$ cat src/design/ppm_pkg.sv
// Package for the port pin mode configuration block
package ppm_pkg;
  // ****************************************
  // Register indices, byte address is four times the index
  // ****************************************
  localparam logic [7:0] PORT1_LOW_IDX = 8'ha2;
  localparam logic [7:0] PORT1_HIGH_IDX = 8'ha3;
  localparam logic [7:0] PORT3_LOW_IDX = 8'ha4;
  localparam logic [7:0] PORT3_HIGH_IDX = 8'ha5;
  // ****************************************
  // Bus layout
  // ****************************************
  localparam int BUS_W = 32;
  localparam int STRB_W = 4;
  localparam int WORD_LSB = 2;
  // ****************************************
  // Field layout and codes
  // ****************************************
  localparam int FIELD_W = 2;
  localparam int PINS_PER_REG = 4;
  localparam int REG_W = 8;
  localparam int ADDR_W = 8;
  localparam int PORT_PINS = 2 * PINS_PER_REG;
  localparam int PORT_MODE_W = FIELD_W * PORT_PINS;
  localparam logic [1:0] MODE0 = 2'h0;
  localparam logic [1:0] MODE1 = 2'h1;
  localparam logic [1:0] MODE2 = 2'h2;
  localparam logic [1:0] MODE3 = 2'h3;
  // ****************************************
  // Reset values
  // ****************************************
  localparam logic [7:0] PORT1_LOW_RST = 8'h55;
  localparam logic [7:0] PORT1_HIGH_RST = 8'h55;
  localparam logic [7:0] PORT3_LOW_RST = 8'h55;
  localparam logic [7:0] PORT3_HIGH_RST = 8'h15;
  // Pins of each port that can become analog converter inputs
  localparam logic [7:0] PORT1_ANALOG_CAP = 8'h3f;
  localparam logic [7:0] PORT3_ANALOG_CAP = 8'h0f;
endpackage

$ cat src/design/ppm_top.sv
// Port pin mode configuration registers with APB slave
`timescale 1ns/1ps
module ppm_top (
  input wire logic clk,
  input wire logic rst_n,
  input wire logic psel,
  input wire logic penable,
  input wire logic pwrite,
  input wire logic [ppm_pkg::BUS_W-1:0] paddr,
  input wire logic [ppm_pkg::BUS_W-1:0] pwdata,
  input wire logic [ppm_pkg::STRB_W-1:0] pstrb,
  output logic [ppm_pkg::BUS_W-1:0] prdata,
  output logic pready,
  output logic pslverr,
  output logic [ppm_pkg::PORT_MODE_W-1:0] port1_pin_mode,
  output logic [ppm_pkg::PORT_MODE_W-1:0] port3_pin_mode,
  output logic [ppm_pkg::PORT_PINS-1:0] port1_analog_en,
  output logic [ppm_pkg::PORT_PINS-1:0] port3_analog_en
);
  import ppm_pkg::*;

  // ****************************************
  // Mode registers
  // ****************************************
  logic [REG_W-1:0] port1_low_pin_modes;
  logic [REG_W-1:0] next_port1_low_pin_modes;
  logic [REG_W-1:0] port1_high_pin_modes;
  logic [REG_W-1:0] next_port1_high_pin_modes;
  logic [REG_W-1:0] port3_low_pin_modes;
  logic [REG_W-1:0] next_port3_low_pin_modes;
  logic [REG_W-1:0] port3_high_pin_modes;
  logic [REG_W-1:0] next_port3_high_pin_modes;

  // ****************************************
  // Bus decode signals
  // ****************************************
  logic access;
  logic commit;
  logic wr_commit;
  logic addr_aligned;
  logic addr_upper_zero;
  logic hit;
  logic [ADDR_W-1:0] sel_idx;
  logic wr_port1_low;
  logic wr_port1_high;
  logic wr_port3_low;
  logic wr_port3_high;

  // ****************************************
  // Bus response signals
  // ****************************************
  logic [REG_W-1:0] rd_reg;
  logic [BUS_W-1:0] next_prdata;
  logic next_pready;
  logic next_pslverr;

  // ****************************************
  // Pin-side next values
  // ****************************************
  logic [PORT_MODE_W-1:0] next_port1_pin_mode;
  logic [PORT_MODE_W-1:0] next_port3_pin_mode;
  logic [PORT_PINS-1:0] next_port1_analog_en;
  logic [PORT_PINS-1:0] next_port3_analog_en;

  // ****************************************
  // Address decode, write lands with pready
  // ****************************************
  always_comb begin
    access = psel && penable && !pready;
    commit = psel && penable && pready;
    wr_commit = commit && pwrite && pstrb[0];
    sel_idx = paddr[WORD_LSB +: ADDR_W];
    addr_aligned = (paddr[WORD_LSB-1:0] == '0);
    addr_upper_zero = (paddr[BUS_W-1:WORD_LSB+ADDR_W] == '0);
    hit = addr_aligned && addr_upper_zero
      && (sel_idx >= PORT1_LOW_IDX) && (sel_idx <= PORT3_HIGH_IDX);
    wr_port1_low = wr_commit && hit && (sel_idx == PORT1_LOW_IDX);
    wr_port1_high = wr_commit && hit && (sel_idx == PORT1_HIGH_IDX);
    wr_port3_low = wr_commit && hit && (sel_idx == PORT3_LOW_IDX);
    wr_port3_high = wr_commit && hit && (sel_idx == PORT3_HIGH_IDX);
  end

  // ****************************************
  // Port 1 low mode register
  // ****************************************
  always_comb begin
    next_port1_low_pin_modes = port1_low_pin_modes;
    if (wr_port1_low) begin
      next_port1_low_pin_modes = pwdata[REG_W-1:0];
    end
  end

  always_ff @(posedge clk or negedge rst_n) begin
    if (!rst_n) begin
      port1_low_pin_modes <= PORT1_LOW_RST;
    end else begin
      port1_low_pin_modes <= next_port1_low_pin_modes;
    end
  end

  // ****************************************
  // Port 1 high mode register
  // ****************************************
  always_comb begin
    next_port1_high_pin_modes = port1_high_pin_modes;
    if (wr_port1_high) begin
      next_port1_high_pin_modes = pwdata[REG_W-1:0];
    end
  end

  always_ff @(posedge clk or negedge rst_n) begin
    if (!rst_n) begin
      port1_high_pin_modes <= PORT1_HIGH_RST;
    end else begin
      port1_high_pin_modes <= next_port1_high_pin_modes;
    end
  end

  // ****************************************
  // Port 3 low mode register
  // ****************************************
  always_comb begin
    next_port3_low_pin_modes = port3_low_pin_modes;
    if (wr_port3_low) begin
      next_port3_low_pin_modes = pwdata[REG_W-1:0];
    end
  end

  always_ff @(posedge clk or negedge rst_n) begin
    if (!rst_n) begin
      port3_low_pin_modes <= PORT3_LOW_RST;
    end else begin
      port3_low_pin_modes <= next_port3_low_pin_modes;
    end
  end

  // ****************************************
  // Port 3 high mode register
  // ****************************************
  always_comb begin
    next_port3_high_pin_modes = port3_high_pin_modes;
    if (wr_port3_high) begin
      next_port3_high_pin_modes = pwdata[REG_W-1:0];
    end
  end

  always_ff @(posedge clk or negedge rst_n) begin
    if (!rst_n) begin
      port3_high_pin_modes <= PORT3_HIGH_RST;
    end else begin
      port3_high_pin_modes <= next_port3_high_pin_modes;
    end
  end

  // ****************************************
  // Bus response
  // ****************************************
  always_comb begin
    next_pready = access;
    next_pslverr = access && !hit;
    rd_reg = '0;
    if (access && !pwrite && hit) begin
      unique case (sel_idx)
        PORT1_LOW_IDX: rd_reg = port1_low_pin_modes;
        PORT1_HIGH_IDX: rd_reg = port1_high_pin_modes;
        PORT3_LOW_IDX: rd_reg = port3_low_pin_modes;
        PORT3_HIGH_IDX: rd_reg = port3_high_pin_modes;
        default: rd_reg = '0;
      endcase
    end
    next_prdata = '0;
    next_prdata[REG_W-1:0] = rd_reg;
  end

  always_ff @(posedge clk or negedge rst_n) begin
    if (!rst_n) begin
      prdata <= '0;
      pready <= 1'b0;
      pslverr <= 1'b0;
    end else begin
      prdata <= next_prdata;
      pready <= next_pready;
      pslverr <= next_pslverr;
    end
  end

  // ****************************************
  // Analog converter input decode
  // ****************************************
  for (genvar i = 0; i < PORT_PINS; i++) begin : g_pin
    assign next_port1_analog_en[i] = PORT1_ANALOG_CAP[i]
      && (next_port1_pin_mode[FIELD_W*i +: FIELD_W] == MODE3);
    assign next_port3_analog_en[i] = PORT3_ANALOG_CAP[i]
      && (next_port3_pin_mode[FIELD_W*i +: FIELD_W] == MODE3);
  end

  // ****************************************
  // Port 1 pin-side outputs
  // ****************************************
  always_comb begin
    next_port1_pin_mode = {next_port1_high_pin_modes,
      next_port1_low_pin_modes};
  end

  always_ff @(posedge clk or negedge rst_n) begin
    if (!rst_n) begin
      port1_pin_mode <= {PORT1_HIGH_RST, PORT1_LOW_RST};
      port1_analog_en <= '0;
    end else begin
      port1_pin_mode <= next_port1_pin_mode;
      port1_analog_en <= next_port1_analog_en;
    end
  end

  // ****************************************
  // Port 3 pin-side outputs
  // ****************************************
  always_comb begin
    next_port3_pin_mode = {next_port3_high_pin_modes,
      next_port3_low_pin_modes};
  end

  always_ff @(posedge clk or negedge rst_n) begin
    if (!rst_n) begin
      port3_pin_mode <= {PORT3_HIGH_RST, PORT3_LOW_RST};
      port3_analog_en <= '0;
    end else begin
      port3_pin_mode <= next_port3_pin_mode;
      port3_analog_en <= next_port3_analog_en;
    end
  end
endmodule // ppm_top

$ cat config.mk
export PLATFORM = sky130hd
export DESIGN_NAME = ppm_top
export DESIGN_NICKNAME = d
export VERILOG_FILES = /design/src/design/ppm_pkg.sv /design/src/design/ppm_top.sv
export SDC_FILE = /design/constraint.sdc
export NUM_CORES = 1
export LEC_CHECK = 0
export ABC_AREA = 1
export BUFFER_PORTS_ARGS = -buffer_cell sky130_fd_sc_hd__buf_2
export CORE_MARGIN = 10
export CORE_UTILIZATION = 44
export DETAILED_ROUTE_END_ITERATION = 6
export PLACE_DENSITY = 0.8
export SLEW_MARGIN = 20
export SYNTH_ARGS = -nofsm -noshare
export SYNTH_HDL_FRONTEND = slang
export SYNTH_SLANG_ARGS = --single-unit
$ cat constraint.sdc
create_clock -name clk -period 1.5 [get_ports clk]
set_clock_uncertainty 0.05 [all_clocks]
set_input_delay 0.3 -clock clk [delete_from_list [all_inputs] [get_ports clk]]
set_output_delay 0.3 -clock clk [all_outputs]
set_load 0.01 [all_outputs]
# After elaboration in Yosys (flattened, before gate mapping)
# Cells that the tools add are included.
# Widths: inputs -> output; s select.
[op_classes] n_lt_le_gt_ge=2 n_eq_ne=14 n_mux=6 reduce_logical=21
[ops] cell="$mux 8" n=5
[ops] cell="$eq 8x8->1 const B" n=4
[ops] cell="$pmux 8 s4" n=1
[ops] cell="$logic_not 22->1" n=1
[ops] cell="$eq 2x2->1 const B" n=10
[ops] cell="$logic_and 1x1->1" n=16
[ops] cell="$ge 8x8->1 const B" n=1
[ops] cell="$le 8x8->1 const B" n=1
[ops] cell="$logic_not 1->1" n=3
[ops] cell="$logic_not 2->1" n=1
[word_totals] reg_bits=84 in_bits=73 wordCells=54

# Depth between registers and ports, before layout
# Gate-level depths: netlist (run 1).
[logic_depth] depth_word=8 ltp_mapped=10

# Worst setup path after synthesis (run 1)
# Ideal clock, no wire load.
[synth_timing] path_type="input-to-reg" startpoint="input paddr[28] (netlist name)" endpoint="register port1_analog_en[4] (netlist name)" t_arrival_ns=1.259 required_ns=1.337 setup_slack_ns=0.078 path_stages=8 path_cell_list="nor3_2 -> nand2_1 -> nor2_4 -> nand4_4 -> nand2_1 -> nand2_1 -> nand2_1 -> inv_1"
[synth_via] elab_chain_cells=8
[synth_rtl] item="start, declared" line_no="ppm_top.sv:9" text="input wire logic [ppm_pkg::BUS_W-1:0] paddr,"
[synth_rtl] item="$logic_not 22->1" line_no="ppm_top.sv:74" text="addr_upper_zero = (paddr[BUS_W-1:WORD_LSB+ADDR_W] == '0);"
[synth_rtl] item="$logic_and 1x1->1" line_no="ppm_top.sv:75" text="hit = addr_aligned && addr_upper_zero"
[synth_rtl] item="$logic_and 1x1->1 (2 in a row)" line_no="ppm_top.sv:76" text="&& (sel_idx >= PORT1_LOW_IDX) && (sel_idx <= PORT3_HIGH_IDX);"
[synth_rtl] item="$logic_and 1x1->1 (2 in a row)" line_no="ppm_top.sv:78" text="wr_port1_high = wr_commit && hit && (sel_idx == PORT1_HIGH_IDX);"
[synth_rtl] item="$mux 8" line_no="ppm_top.sv:106" text="if (wr_port1_high) begin"
[synth_rtl] item="net next_port1_high_pin_modes[0]" line_no="ppm_top.sv:28" text="logic [REG_W-1:0] next_port1_high_pin_modes;"
[synth_rtl] item="$eq 2x2->1" line_no="ppm_top.sv:192" text="&& (next_port1_pin_mode[FIELD_W*i +: FIELD_W] == MODE3);"
[synth_rtl] item="net next_port1_analog_en[4]" line_no="ppm_top.sv:62" text="logic [PORT_PINS-1:0] next_port1_analog_en;"
[synth_rtl] item="end signal, assigned" line_no="ppm_top.sv:211" text="port1_analog_en <= next_port1_analog_en;"
[synth_rtl] item="end, declared" line_no="ppm_top.sv:17" text="output logic [ppm_pkg::PORT_PINS-1:0] port1_analog_en,"
# The timed path passes the listed nets, and every way through them passes these cells.

# Worst setup path in the final report (run 1)
[layout_timing] startpoint="register pready" endpoint="register port3_high_pin_modes[5]"
[layout_via] elab_chain_cells=6
[layout_rtl] item="start, declared" line_no="ppm_top.sv:13" text="output logic pready,"
[layout_rtl] item="start signal, assigned" line_no="ppm_top.sv:182" text="pready <= next_pready;"
[layout_rtl] item="$logic_and 1x1->1" line_no="ppm_top.sv:70" text="commit = psel && penable && pready;"
[layout_rtl] item="$logic_and 1x1->1 (2 in a row)" line_no="ppm_top.sv:71" text="wr_commit = commit && pwrite && pstrb[0];"
[layout_rtl] item="$logic_and 1x1->1 (2 in a row)" line_no="ppm_top.sv:80" text="wr_port3_high = wr_commit && hit && (sel_idx == PORT3_HIGH_IDX);"
[layout_rtl] item="$mux 8" line_no="ppm_top.sv:142" text="if (wr_port3_high) begin"
[layout_rtl] item="end signal, assigned" line_no="ppm_top.sv:151" text="port3_high_pin_modes <= next_port3_high_pin_modes;"
[layout_rtl] item="end, declared" line_no="ppm_top.sv:31" text="logic [REG_W-1:0] port3_high_pin_modes;"
# Every way passes these cells.

==> impl_metrics.tcl, run 1 <==
set metrics [dict create \
    dr.pass1.iters 5 \
    synth_top_area_frac 0.3364 \
    synth_edf_count 0 \
    die_h_um 99.10 \
    fmax_mhz 713.0 \
    h-tree-depth 2 \
    routedWlPerCell_um 15.16 \
    drc 0 \
    power_leakage_nw 2.067 \
    yosys_warnings 0 \
    finalHoldViolCount 0 \
    cts_sinks 52 \
    setup.worst_path.class "reg2reg" \
    fin_util 0.5823 \
    clk_pin_slew_worst_paths_ps 90 \
    yosys_register_bits 52 \
    worstPathCellList "nand3_2, nor2_4, buf_12, nand2_4, nor2_8, nand2_1, o21ai_0" \
    rows 28 \
    fillers 535 \
    vias_per_cell 4.730 \
    ff2ff_setup_slack_ps 100 \
    setup_viol 0 \
    critPathArrivalTime_ps 1560 \
    cts_tree "built" \
    syn2layout_area_growth_pct 26.73 \
    cp-end-kind "flop" \
    hp-class "in2reg" \
    startpoint_type "flop" \
    grt-ovfl-total 0 \
    nets 505 \
    yosys-top-cells-area "dfrtp_1 (34%), nand2_1 (14%), dfstp_2 (14%), buf_4 (8.5%), nand4_1 (4.5%)" \
    clockBufferDepth 2 \
    critPathBufInv 1 \
    crit_slowest_cell "dfrtp_1" \
    coreArea_mm2 0.005991 \
    synth_top_flop_cell "dfrtp_1" \
    power_density_mw_per_mm2 735.5 \
    antenna_found_initial 0 \
    dpl.hpwl_um 6160 \
    async_flop_share 1.000 \
    vias 2403 \
    synthMostInstantiatedCell "nand2_1" \
    root_buffer "clkbuf_8" \
    drive_above_1_share 0.3903 \
    period_minus_slack_ps 1403 \
    cp_top_family "simple AND/OR/NAND/NOR gates" \
    io_pins 155 \
    grt_max_degree 53 \
    status "completed" \
    synthTopCellsByCount "nand2_1 (106), dfrtp_1 (37), buf_4 (31), inv_1 (26), nor2_1 (23)" \
    dr.first_iter.drc_count 136 \
    avgSynthCellArea_um2 8.711 \
    cap_viol_max_count 0 \
    grt_pass1_wl_um 12170 \
    slew_violations 0 \
    critPathRequiredTime_ps 1660 \
    critPathMaxFanout 15 \
    diodes 0 \
    ant_nets 0 \
    cts_buffers 5 \
    synth_top_area_cell "dfrtp_1" \
    die_w_um 99.10 \
    synthCells 316 \
    placed_area_mm2 0.003284 \
    grt_usage 0.1508 \
    portBuffers 97 \
    clock_latency_ps 310 \
    gp_congestion 0.8369 \
    synth.distinct_cells 26 \
    wl_um 7702 \
    initial_core_util 0.4595 \
    peakVddDrop_mv 0.7182 \
    grt_pass1_vias 2428 \
    dieArea_mm2 0.009820 \
    ys_seq_area_frac 0.4795 \
    rsz0062_at_grt "true" \
    final_area_mm2 0.003488 \
    critical-path-max-stage-delay_ps 400 \
    synth_area_mm2 0.002753 \
    final.period_utilization 0.9351 \
]
[where the power goes]
| group | switching, mW | internal [mW] | total [mW] |
|---|---|---|---|
| combinational | 0.131 | 0.0699 | 0.201 |
| clock | 0.464 | 0.494 | 0.957 |
| sequential | 0.00175 | 1.41 | 1.41 |
| total | 0.596 | 1.97 | 2.57 |
[worst paths after layout]
path                                           startpoint                             endpoint  cells past startpoint
max                                      pready$_DFF_PN0_  port3_high_pin_modes[5]$_DFFE_PN0P_                      7
min                                             pwdata[6]       port1_pin_mode[14]$_DFFE_PN1N_                      3
max reg2reg                              pready$_DFF_PN0_  port3_high_pin_modes[5]$_DFFE_PN0P_                      7
min reg2reg                port1_pin_mode[14]$_DFFE_PN1N_       port1_pin_mode[14]$_DFFE_PN1N_                      2
max in group asynchronous                           rst_n     port3_low_pin_modes[2]$_DFF_PN1_                      3
min in group asynchronous                           rst_n                  prdata[7]$_DFF_PN0_                      3
[worst register-to-register path, stage by stage (launching register included)]
cell and delay (ps):
dfrtp_1 400, nand3_2 100, nor2_4 140, buf_12 140
nand2_4 70, nor2_8 200, nand2_1 90, o21ai_0 110
[cells in the final DEF (no fill, tap or decap), drive strengths merged]
cell type	n
clkinv	1
nand4	24
dlygate4sd3	1
clkbuf	5
a211oi	1
o21ai	12
inv	27
dfrtp	37
conb	30
nor2	34
nand3	3
nand3b	1
nand2	110
bufinv	1
dfstp	15
nor3	2
o211ai	3
clkinvlp	1
a21oi	9
buf	116
[cells by family after synthesis]
| family | count (synthesis) | synth area share |
|---|---|---|
| AO/OA/AOI/OAI | 25 | 0.05182 |
| other | 1 | 0.001362 |
| buffers and inverters | 65 | 0.1454 |
| AND/OR/NAND/NOR | 173 | 0.3218 |
| flip-flops | 52 | 0.4795 |
[sequential cells by signal, indices dropped and copies added (netlist names)]
register and flops:
port1_pin_mode 15, port3_high_pin_modes 8, prdata 8, port3_low_pin_modes 7, port1_analog_en 6, port3_analog_en 4
port1_high_pin_modes 1, port3_pin_mode 1, pready 1, pslverr 1
[layout make-up]
type | instances | area (um2) | share of cell area
Sequential cell | 52 | 1320 | 0.3784
Multi-Input combinational cell | 229 | 1166 | 0.3343
Timing Repair Buffer | 117 | 695.7 | 0.1994
Inverter | 27 | 101.3 | 0.02905
Tap cell | 75 | 93.84 | 0.02690
Clock buffer | 5 | 68.82 | 0.01973
Clock inverter | 3 | 42.54 | 0.01220
[routing by layer]
layer / vias up / track usage / wire length, um
met1: 1120 / 0.1731 / 2949
met3: 8 / 0.04844 / 654
met2: 98 / 0.2645 / 4039
met5: - / 0 / 0
met4: 0 / 0.03749 / 59
li1: 1177 / - / -
[stage by stage]
stage	hold WS [ps]	instances	total power [mW]	setup WS [ps]	TNS, ps
after global placement	258.1	493	1.621	-155.1	-3816
after CTS	165.2	502	2.582	35.98	0
final	171.4	508	2.566	97.39	0
after global routing	184.4	508	2.667	-28.73	-148.9
after detailed placement	260.1	493	1.626	-202.0	-5445
after floorplan	-45.59	345	1.563	78.29	0
[repair_timing]
item	4_1_cts	5_1_grt
hold endpoints to repair	37	0
endpoints found under the setup margin	0	12
resized for setup	0	6
buffers inserted	0	5
hold buffers	1	0
No activity file was read; power rests on OpenSTA's default activity.
==> run 2, diff against run 1 <==
BUFFER_PORTS_ARGS = -buffer_cell sky130_fd_sc_hd__buf_4   (was -buffer_cell sky130_fd_sc_hd__buf_2)
CORE_UTILIZATION = 40   (was 44)
PLACE_DENSITY = 0.74   (was 0.8)
==> impl_metrics.tcl, run 2 (synthesized netlist as in run 1, its figures left out) <==
set metrics [dict create \
    grt-ovfl-total 0 \
    drive_above_1_share 0.4083 \
    grt_pass1_wl_um 12120 \
    vias 2462 \
    routedWlPerCell_um 16.08 \
    io_pins 155 \
    p_total_mw 2.415 \
    min_to "port1_pin_mode[13]$_DFFE_PN0N_" \
    grt_max_degree 32 \
    largestRegisters "port1_pin_mode x15, port3_high_pin_modes x8, prdata x8" \
    critPathArrivalTime_ps 1620 \
    rows 30 \
    critPathMaxFanout 9 \
    hp-class "in2reg" \
    peakVddDrop_mv 0.3187 \
    dpl.hpwl_um 6254 \
    antenna_found_initial 0 \
    final.period_utilization 0.9545 \
    cts_tree "built" \
    vias_per_cell 4.771 \
    startpoint_type "flop" \
    cts_sinks 52 \
    h-tree-depth 2 \
    initial_core_util 0.4074 \
    wl_um 8299 \
    dieArea_mm2 0.01060 \
    worstPathCellList "nand3_2, nor2_4, buf_12, nand2_4, nor2_8, buf_6, nand2_1, o21ai_0" \
    cts_buffers 5 \
    layout_commonest_cell "buf_4" \
    grt_pass1_vias 2415 \
    power_density_mw_per_mm2 634.2 \
    period_minus_slack_ps 1432 \
    setup_viol 0 \
    r2r_cells 8 \
    clock_latency_ps 310 \
    power_leakage_nw 2.129 \
    gp_congestion 0.8351 \
    cp-end-kind "flop" \
    ant_nets 0 \
    final_cell_mix "buf_4 (109), nand2_1 (104), dfrtp_1 (37)" \
    timing.rr.start "pready$_DFF_PN0_" \
    dr.pass1.iters 4 \
    die_h_um 103.0 \
    syn2layout_area_growth_pct 38.32 \
    setup.worst_path.class "reg2reg" \
    clockBufferDepth 2 \
    status "completed" \
    fin_ws_ps 68.22 \
    largest-register "port1_pin_mode" \
    min_from "pwdata[5]" \
    dr.first_iter.drc_count 120 \
    ff2ff_setup_slack_ps 70 \
    diodes 0 \
    slew_violations 0 \
    drc 0 \
    fmax_mhz 698.4 \
    coreArea_mm2 0.006756 \
    die_w_um 103.0 \
    portBuffers 97 \
    dp_slack_ps -211.3 \
    root_buffer "clkbuf_8" \
    critPathRequiredTime_ps 1680 \
    nets 509 \
    clk_pin_slew_worst_paths_ps 90 \
    r2r-end "port3_high_pin_modes[0]$_DFFE_PN1P_" \
    critical-path-max-stage-delay_ps 400 \
    grt_usage 0.1441 \
    min_path_cells 3 \
    finalHoldViolCount 0 \
    largest_register_ffs 15 \
    cap_viol_max_count 0 \
    crit_slowest_cell "dfrtp_1" \
]
-- run 2: cell type report --
cell class / instances / area, um2
Inverter: 27 / 101.3
Tap cell: 80 / 100.1
Fill cell: 606 / 2949
Clock inverter: 1 / 5.005
Sequential cell: 52 / 1320
Timing Repair Buffer: 122 / 1035
Multi-Input combinational cell: 228 / 1174
Clock buffer: 6 / 72.57
-- run 2: repair_timing --
| item | 4_1_cts | 5_1_grt |
|---|---|---|
| gates resized for setup | 0 | 19 |
| endpoints found under the setup margin | 0 | 18 |
| buffers inserted | 0 | 9 |
| endpoints found under the hold margin | 17 | 0 |
| hold buffers | 1 | 0 |
-- run 2: report_power, final --
group          internal [mW]  total, mW  switching (mW)
combinational          0.109      0.244           0.136
clock                  0.319      0.763           0.444
sequential              1.41       1.41         0.00191
-- run 2: stage by stage --
stage          hold slack [ps]  utilization  area (um2)  instances  setup TNS [ps]
6_report                 173.4       0.5635        3807        516               0
3_5_place_dp             159.3       0.5237        3538        497           -5537
4_1_cts                  169.0       0.5367        3626        505               0
5_1_grt                  174.1       0.5635        3807        516          -198.5
2_1_floorplan           -45.59            -        2861        345               0
3_3_place_gp             158.7       0.5237        3538        497           -4487
-- run 2: worst max-delay path by stage --
stage | startpoint | endpoint | slack, ps | cells after the start
floorplan | paddr[28] | port1_analog_en[4]$_DFF_PN0_ | 80 | 8
global placement | paddr[28] | port1_analog_en[4]$_DFF_PN0_ | -170 | 9
detailed placement | paddr[28] | port3_analog_en[1]$_DFF_PN0_ | -210 | 9
CTS | pready$_DFF_PN0_ | port3_analog_en[1]$_DFF_PN0_ | 2 | 7
global route | pready$_DFF_PN0_ | port3_high_pin_modes[0]$_DFFE_PN1P_ | -40 | 8
finish | pready$_DFF_PN0_ | port3_high_pin_modes[0]$_DFFE_PN1P_ | 70 | 8
-- run 2: metal layers --
metal	part of all wire	GRT usage
met5	0	0
met4	0.0069	0.04171
met2	0.54	0.2569
met3	0.077	0.03619
met1	0.37	0.1658
-- run 2: worst max-delay path, delay by kind of cell (launching register included) --
| kind | cells | cell delay (ps) |
|---|---|---|
| AO/OA/AOI/OAI | 1 | 70 |
| flip-flops | 1 | 400 |
| AND/OR/NAND/NOR | 5 | 530 |
| buffers and inverters | 2 | 290 |
==> run 3, diff against run 2 <==
ABC_AREA = not set   (was 1)
clock period = 1.2 ns   (was 1.5 ns; I/O delays follow)
==> impl_metrics.tcl, run 3 <==
set metrics [dict create \
    clk_pin_slew_worst_paths_ps 100 \
    yosys_warnings 0 \
    power_density_mw_per_mm2 760.5 \
    ant_nets 0 \
    synth_top_flop_cell "dfrtp_1" \
    final_area_mm2 0.004043 \
    async_flop_share 1.000 \
    diodes 0 \
    grt_max_degree 26 \
    hp-class "in2reg" \
    final.period_utilization 1.487 \
    synth.distinct_cells 29 \
    fillers 511 \
    whs_ps 149.3 \
    synthTopCellsByCount "dfrtp_1 (37), buf_4 (30), mux2i_1 (26), mux2_2 (20), nand2_1 (16)" \
    initial_core_util 0.4185 \
    synth_top_area_frac 0.3445 \
    fmax_mhz 560.4 \
    critPathMaxFanout 8 \
    dieArea_mm2 0.01040 \
    peakVddDrop_mv 0.6506 \
    setup_viol 67 \
    cap_viol_max_count 0 \
    violations "negative setup slack" \
    synthMostInstantiatedCell "dfrtp_1" \
    synth_edf_count 0 \
    clockBufferDepth 2 \
    placed_area_mm2 0.003555 \
    drive_above_1_share 0.6073 \
    cp-end-kind "flop" \
    nets 426 \
    largest_register_ffs 15 \
    critPathRequiredTime_ps 1330 \
    vias 2117 \
    ys_seq_area_frac 0.4912 \
    fin_ws_ps -584.5 \
    rows 29 \
    yosys-top-cells-area "dfrtp_1 (34%), dfstp_2 (15%), mux2i_1 (9.7%), buf_4 (8.4%), mux2_2 (8.4%)" \
    timing.rr.start "pready$_DFF_PN0_" \
    largestRegisters "port1_pin_mode x15, port3_high_pin_modes x8, prdata x8" \
    synth_top_area_cell "dfrtp_1" \
    h-tree-depth 2 \
    clock_latency_ps 290 \
    synthCells 208 \
    dpl.hpwl_um 5985 \
    cts_sinks 52 \
    startpoint_type "input pin" \
    syn2layout_area_growth_pct 50.42 \
    root_buffer "clkbuf_8" \
    crit_start "paddr[0]" \
    dr.first_iter.drc_count 65 \
    cts_tree "built" \
    slew_violations 0 \
    avgSynthCellArea_um2 12.92 \
    grt_pass1_vias 2368 \
    drc 0 \
    largest-register "port1_pin_mode" \
    gp_congestion 0.7901 \
    power_leakage_nw 2.177 \
    portBuffers 97 \
    finalSetupTns_ps -26810 \
    layout_commonest_cell "buf_4" \
    finalHoldViolCount 0 \
    die_h_um 102.0 \
    period_minus_slack_ps 1784 \
    min_from "pwdata[2]" \
    setup.worst_path.class "in2reg" \
    grt_pass1_wl_um 12450 \
    grt_usage 0.1510 \
    coreArea_mm2 0.006422 \
    die_w_um 102.0 \
    rsz0062_at_grt "true" \
    final_cell_mix "buf_4 (110), dfrtp_1 (37), conb_1 (30)" \
    critPathArrivalTime_ps 1920 \
    dr.pass1.iters 4 \
    antenna_found_initial 0 \
    yosys_register_bits 52 \
    cts_buffers 5 \
    wl_um 8129 \
    routedWlPerCell_um 18.86 \
    status "complete, but fails checks" \
    vias_per_cell 4.912 \
    synth_area_mm2 0.002688 \
    io_pins 155 \
    grt-ovfl-total 0 \
]
-- run 3: cell type report --
class	count	area, um2	area share
clock buffers	6	72.57	0.01795
clock inverters	2	12.51	0.003095
inverters	1	3.754	0.0009285
multi-input cells	148	1275	0.3154
flip-flops and latches	52	1320	0.3265
well taps	77	96.34	0.02383
repair buffers	145	1262	0.3123
-- run 3: per-layer routing --
layer | vias up | wire length (um) | track usage
met5 | - | 0 | 0
met4 | 0 | 74 | 0.03579
met3 | 7 | 806 | 0.05533
met2 | 100 | 4077 | 0.2667
met1 | 1037 | 3171 | 0.1694
li1 | 973 | - | -
-- run 3: worst paths after layout --
check                                                      end  cells after the start  slack [ps]
setup / recovery           port3_high_pin_modes[7]$_DFFE_PN0P_                      6        -580
hold reg to reg                 port1_pin_mode[13]$_DFFE_PN0N_                      1         490
max in group asynchronous          port1_pin_mode[6]$_DFF_PN1_                      3         270
min in group asynchronous         port1_analog_en[1]$_DFF_PN0_                      2         310
hold / removal                port3_low_pin_modes[2]$_DFF_PN1_                      2         150
setup reg to reg           port3_high_pin_modes[7]$_DFFE_PN0P_                      5        -510
-- run 3: where the power goes --
part / leakage (nW) / switching [mW] / internal (mW) / total, mW
Combinational: 1.47 / 0.186 / 0.160 / 0.345
Sequential: 0.670 / 0.00177 / 1.76 / 1.76
Clock: 0.0412 / 0.561 / 0.409 / 0.970
Total: 2.18 / 0.749 / 2.33 / 3.07
-- run 3: cell families (layout without fill, tap and decap cells) --
logic type | after synthesis | count (layout) | share of synthesized area
AOI/OAI and AO/OA | 10 | 10 | 0.02514
buffers and inverters | 38 | 154 | 0.1006
DFF | 52 | 52 | 0.4912
muxes | 58 | 58 | 0.2477
other | 1 | 30 | 0.001395
and+or+nand+nor | 49 | 50 | 0.1341
-- run 3: repair_timing --
item / 4_1_cts / 5_1_grt
hold buffers: 1 / 0
setup endpoints to repair: 68 / 74
hold endpoints to repair: 17 / 0
gates cloned: 1 / 0
pin swaps: 0 / 0
gates resized for setup: 34 / 8
setup buffers: 20 / 7
-- run 3: per-stage QoR --
step	setup WS, ps	power [mW]	util	cells
after detailed placement	-1014	2.119	0.5535	394
after floorplan	-984.1	1.973	-	237
final	-584.5	3.074	0.6295	431
after global placement	-987.7	2.114	0.5535	394
after CTS	-587.5	3.103	0.6162	424
after global routing	-621.5	3.208	0.6295	431
-- run 3: critical path: stages --
cell and delay (ps):
buf_6 90, or4_4 530, nor4_4 330, buf_12 170, nand4_4 200, mux2_2 350
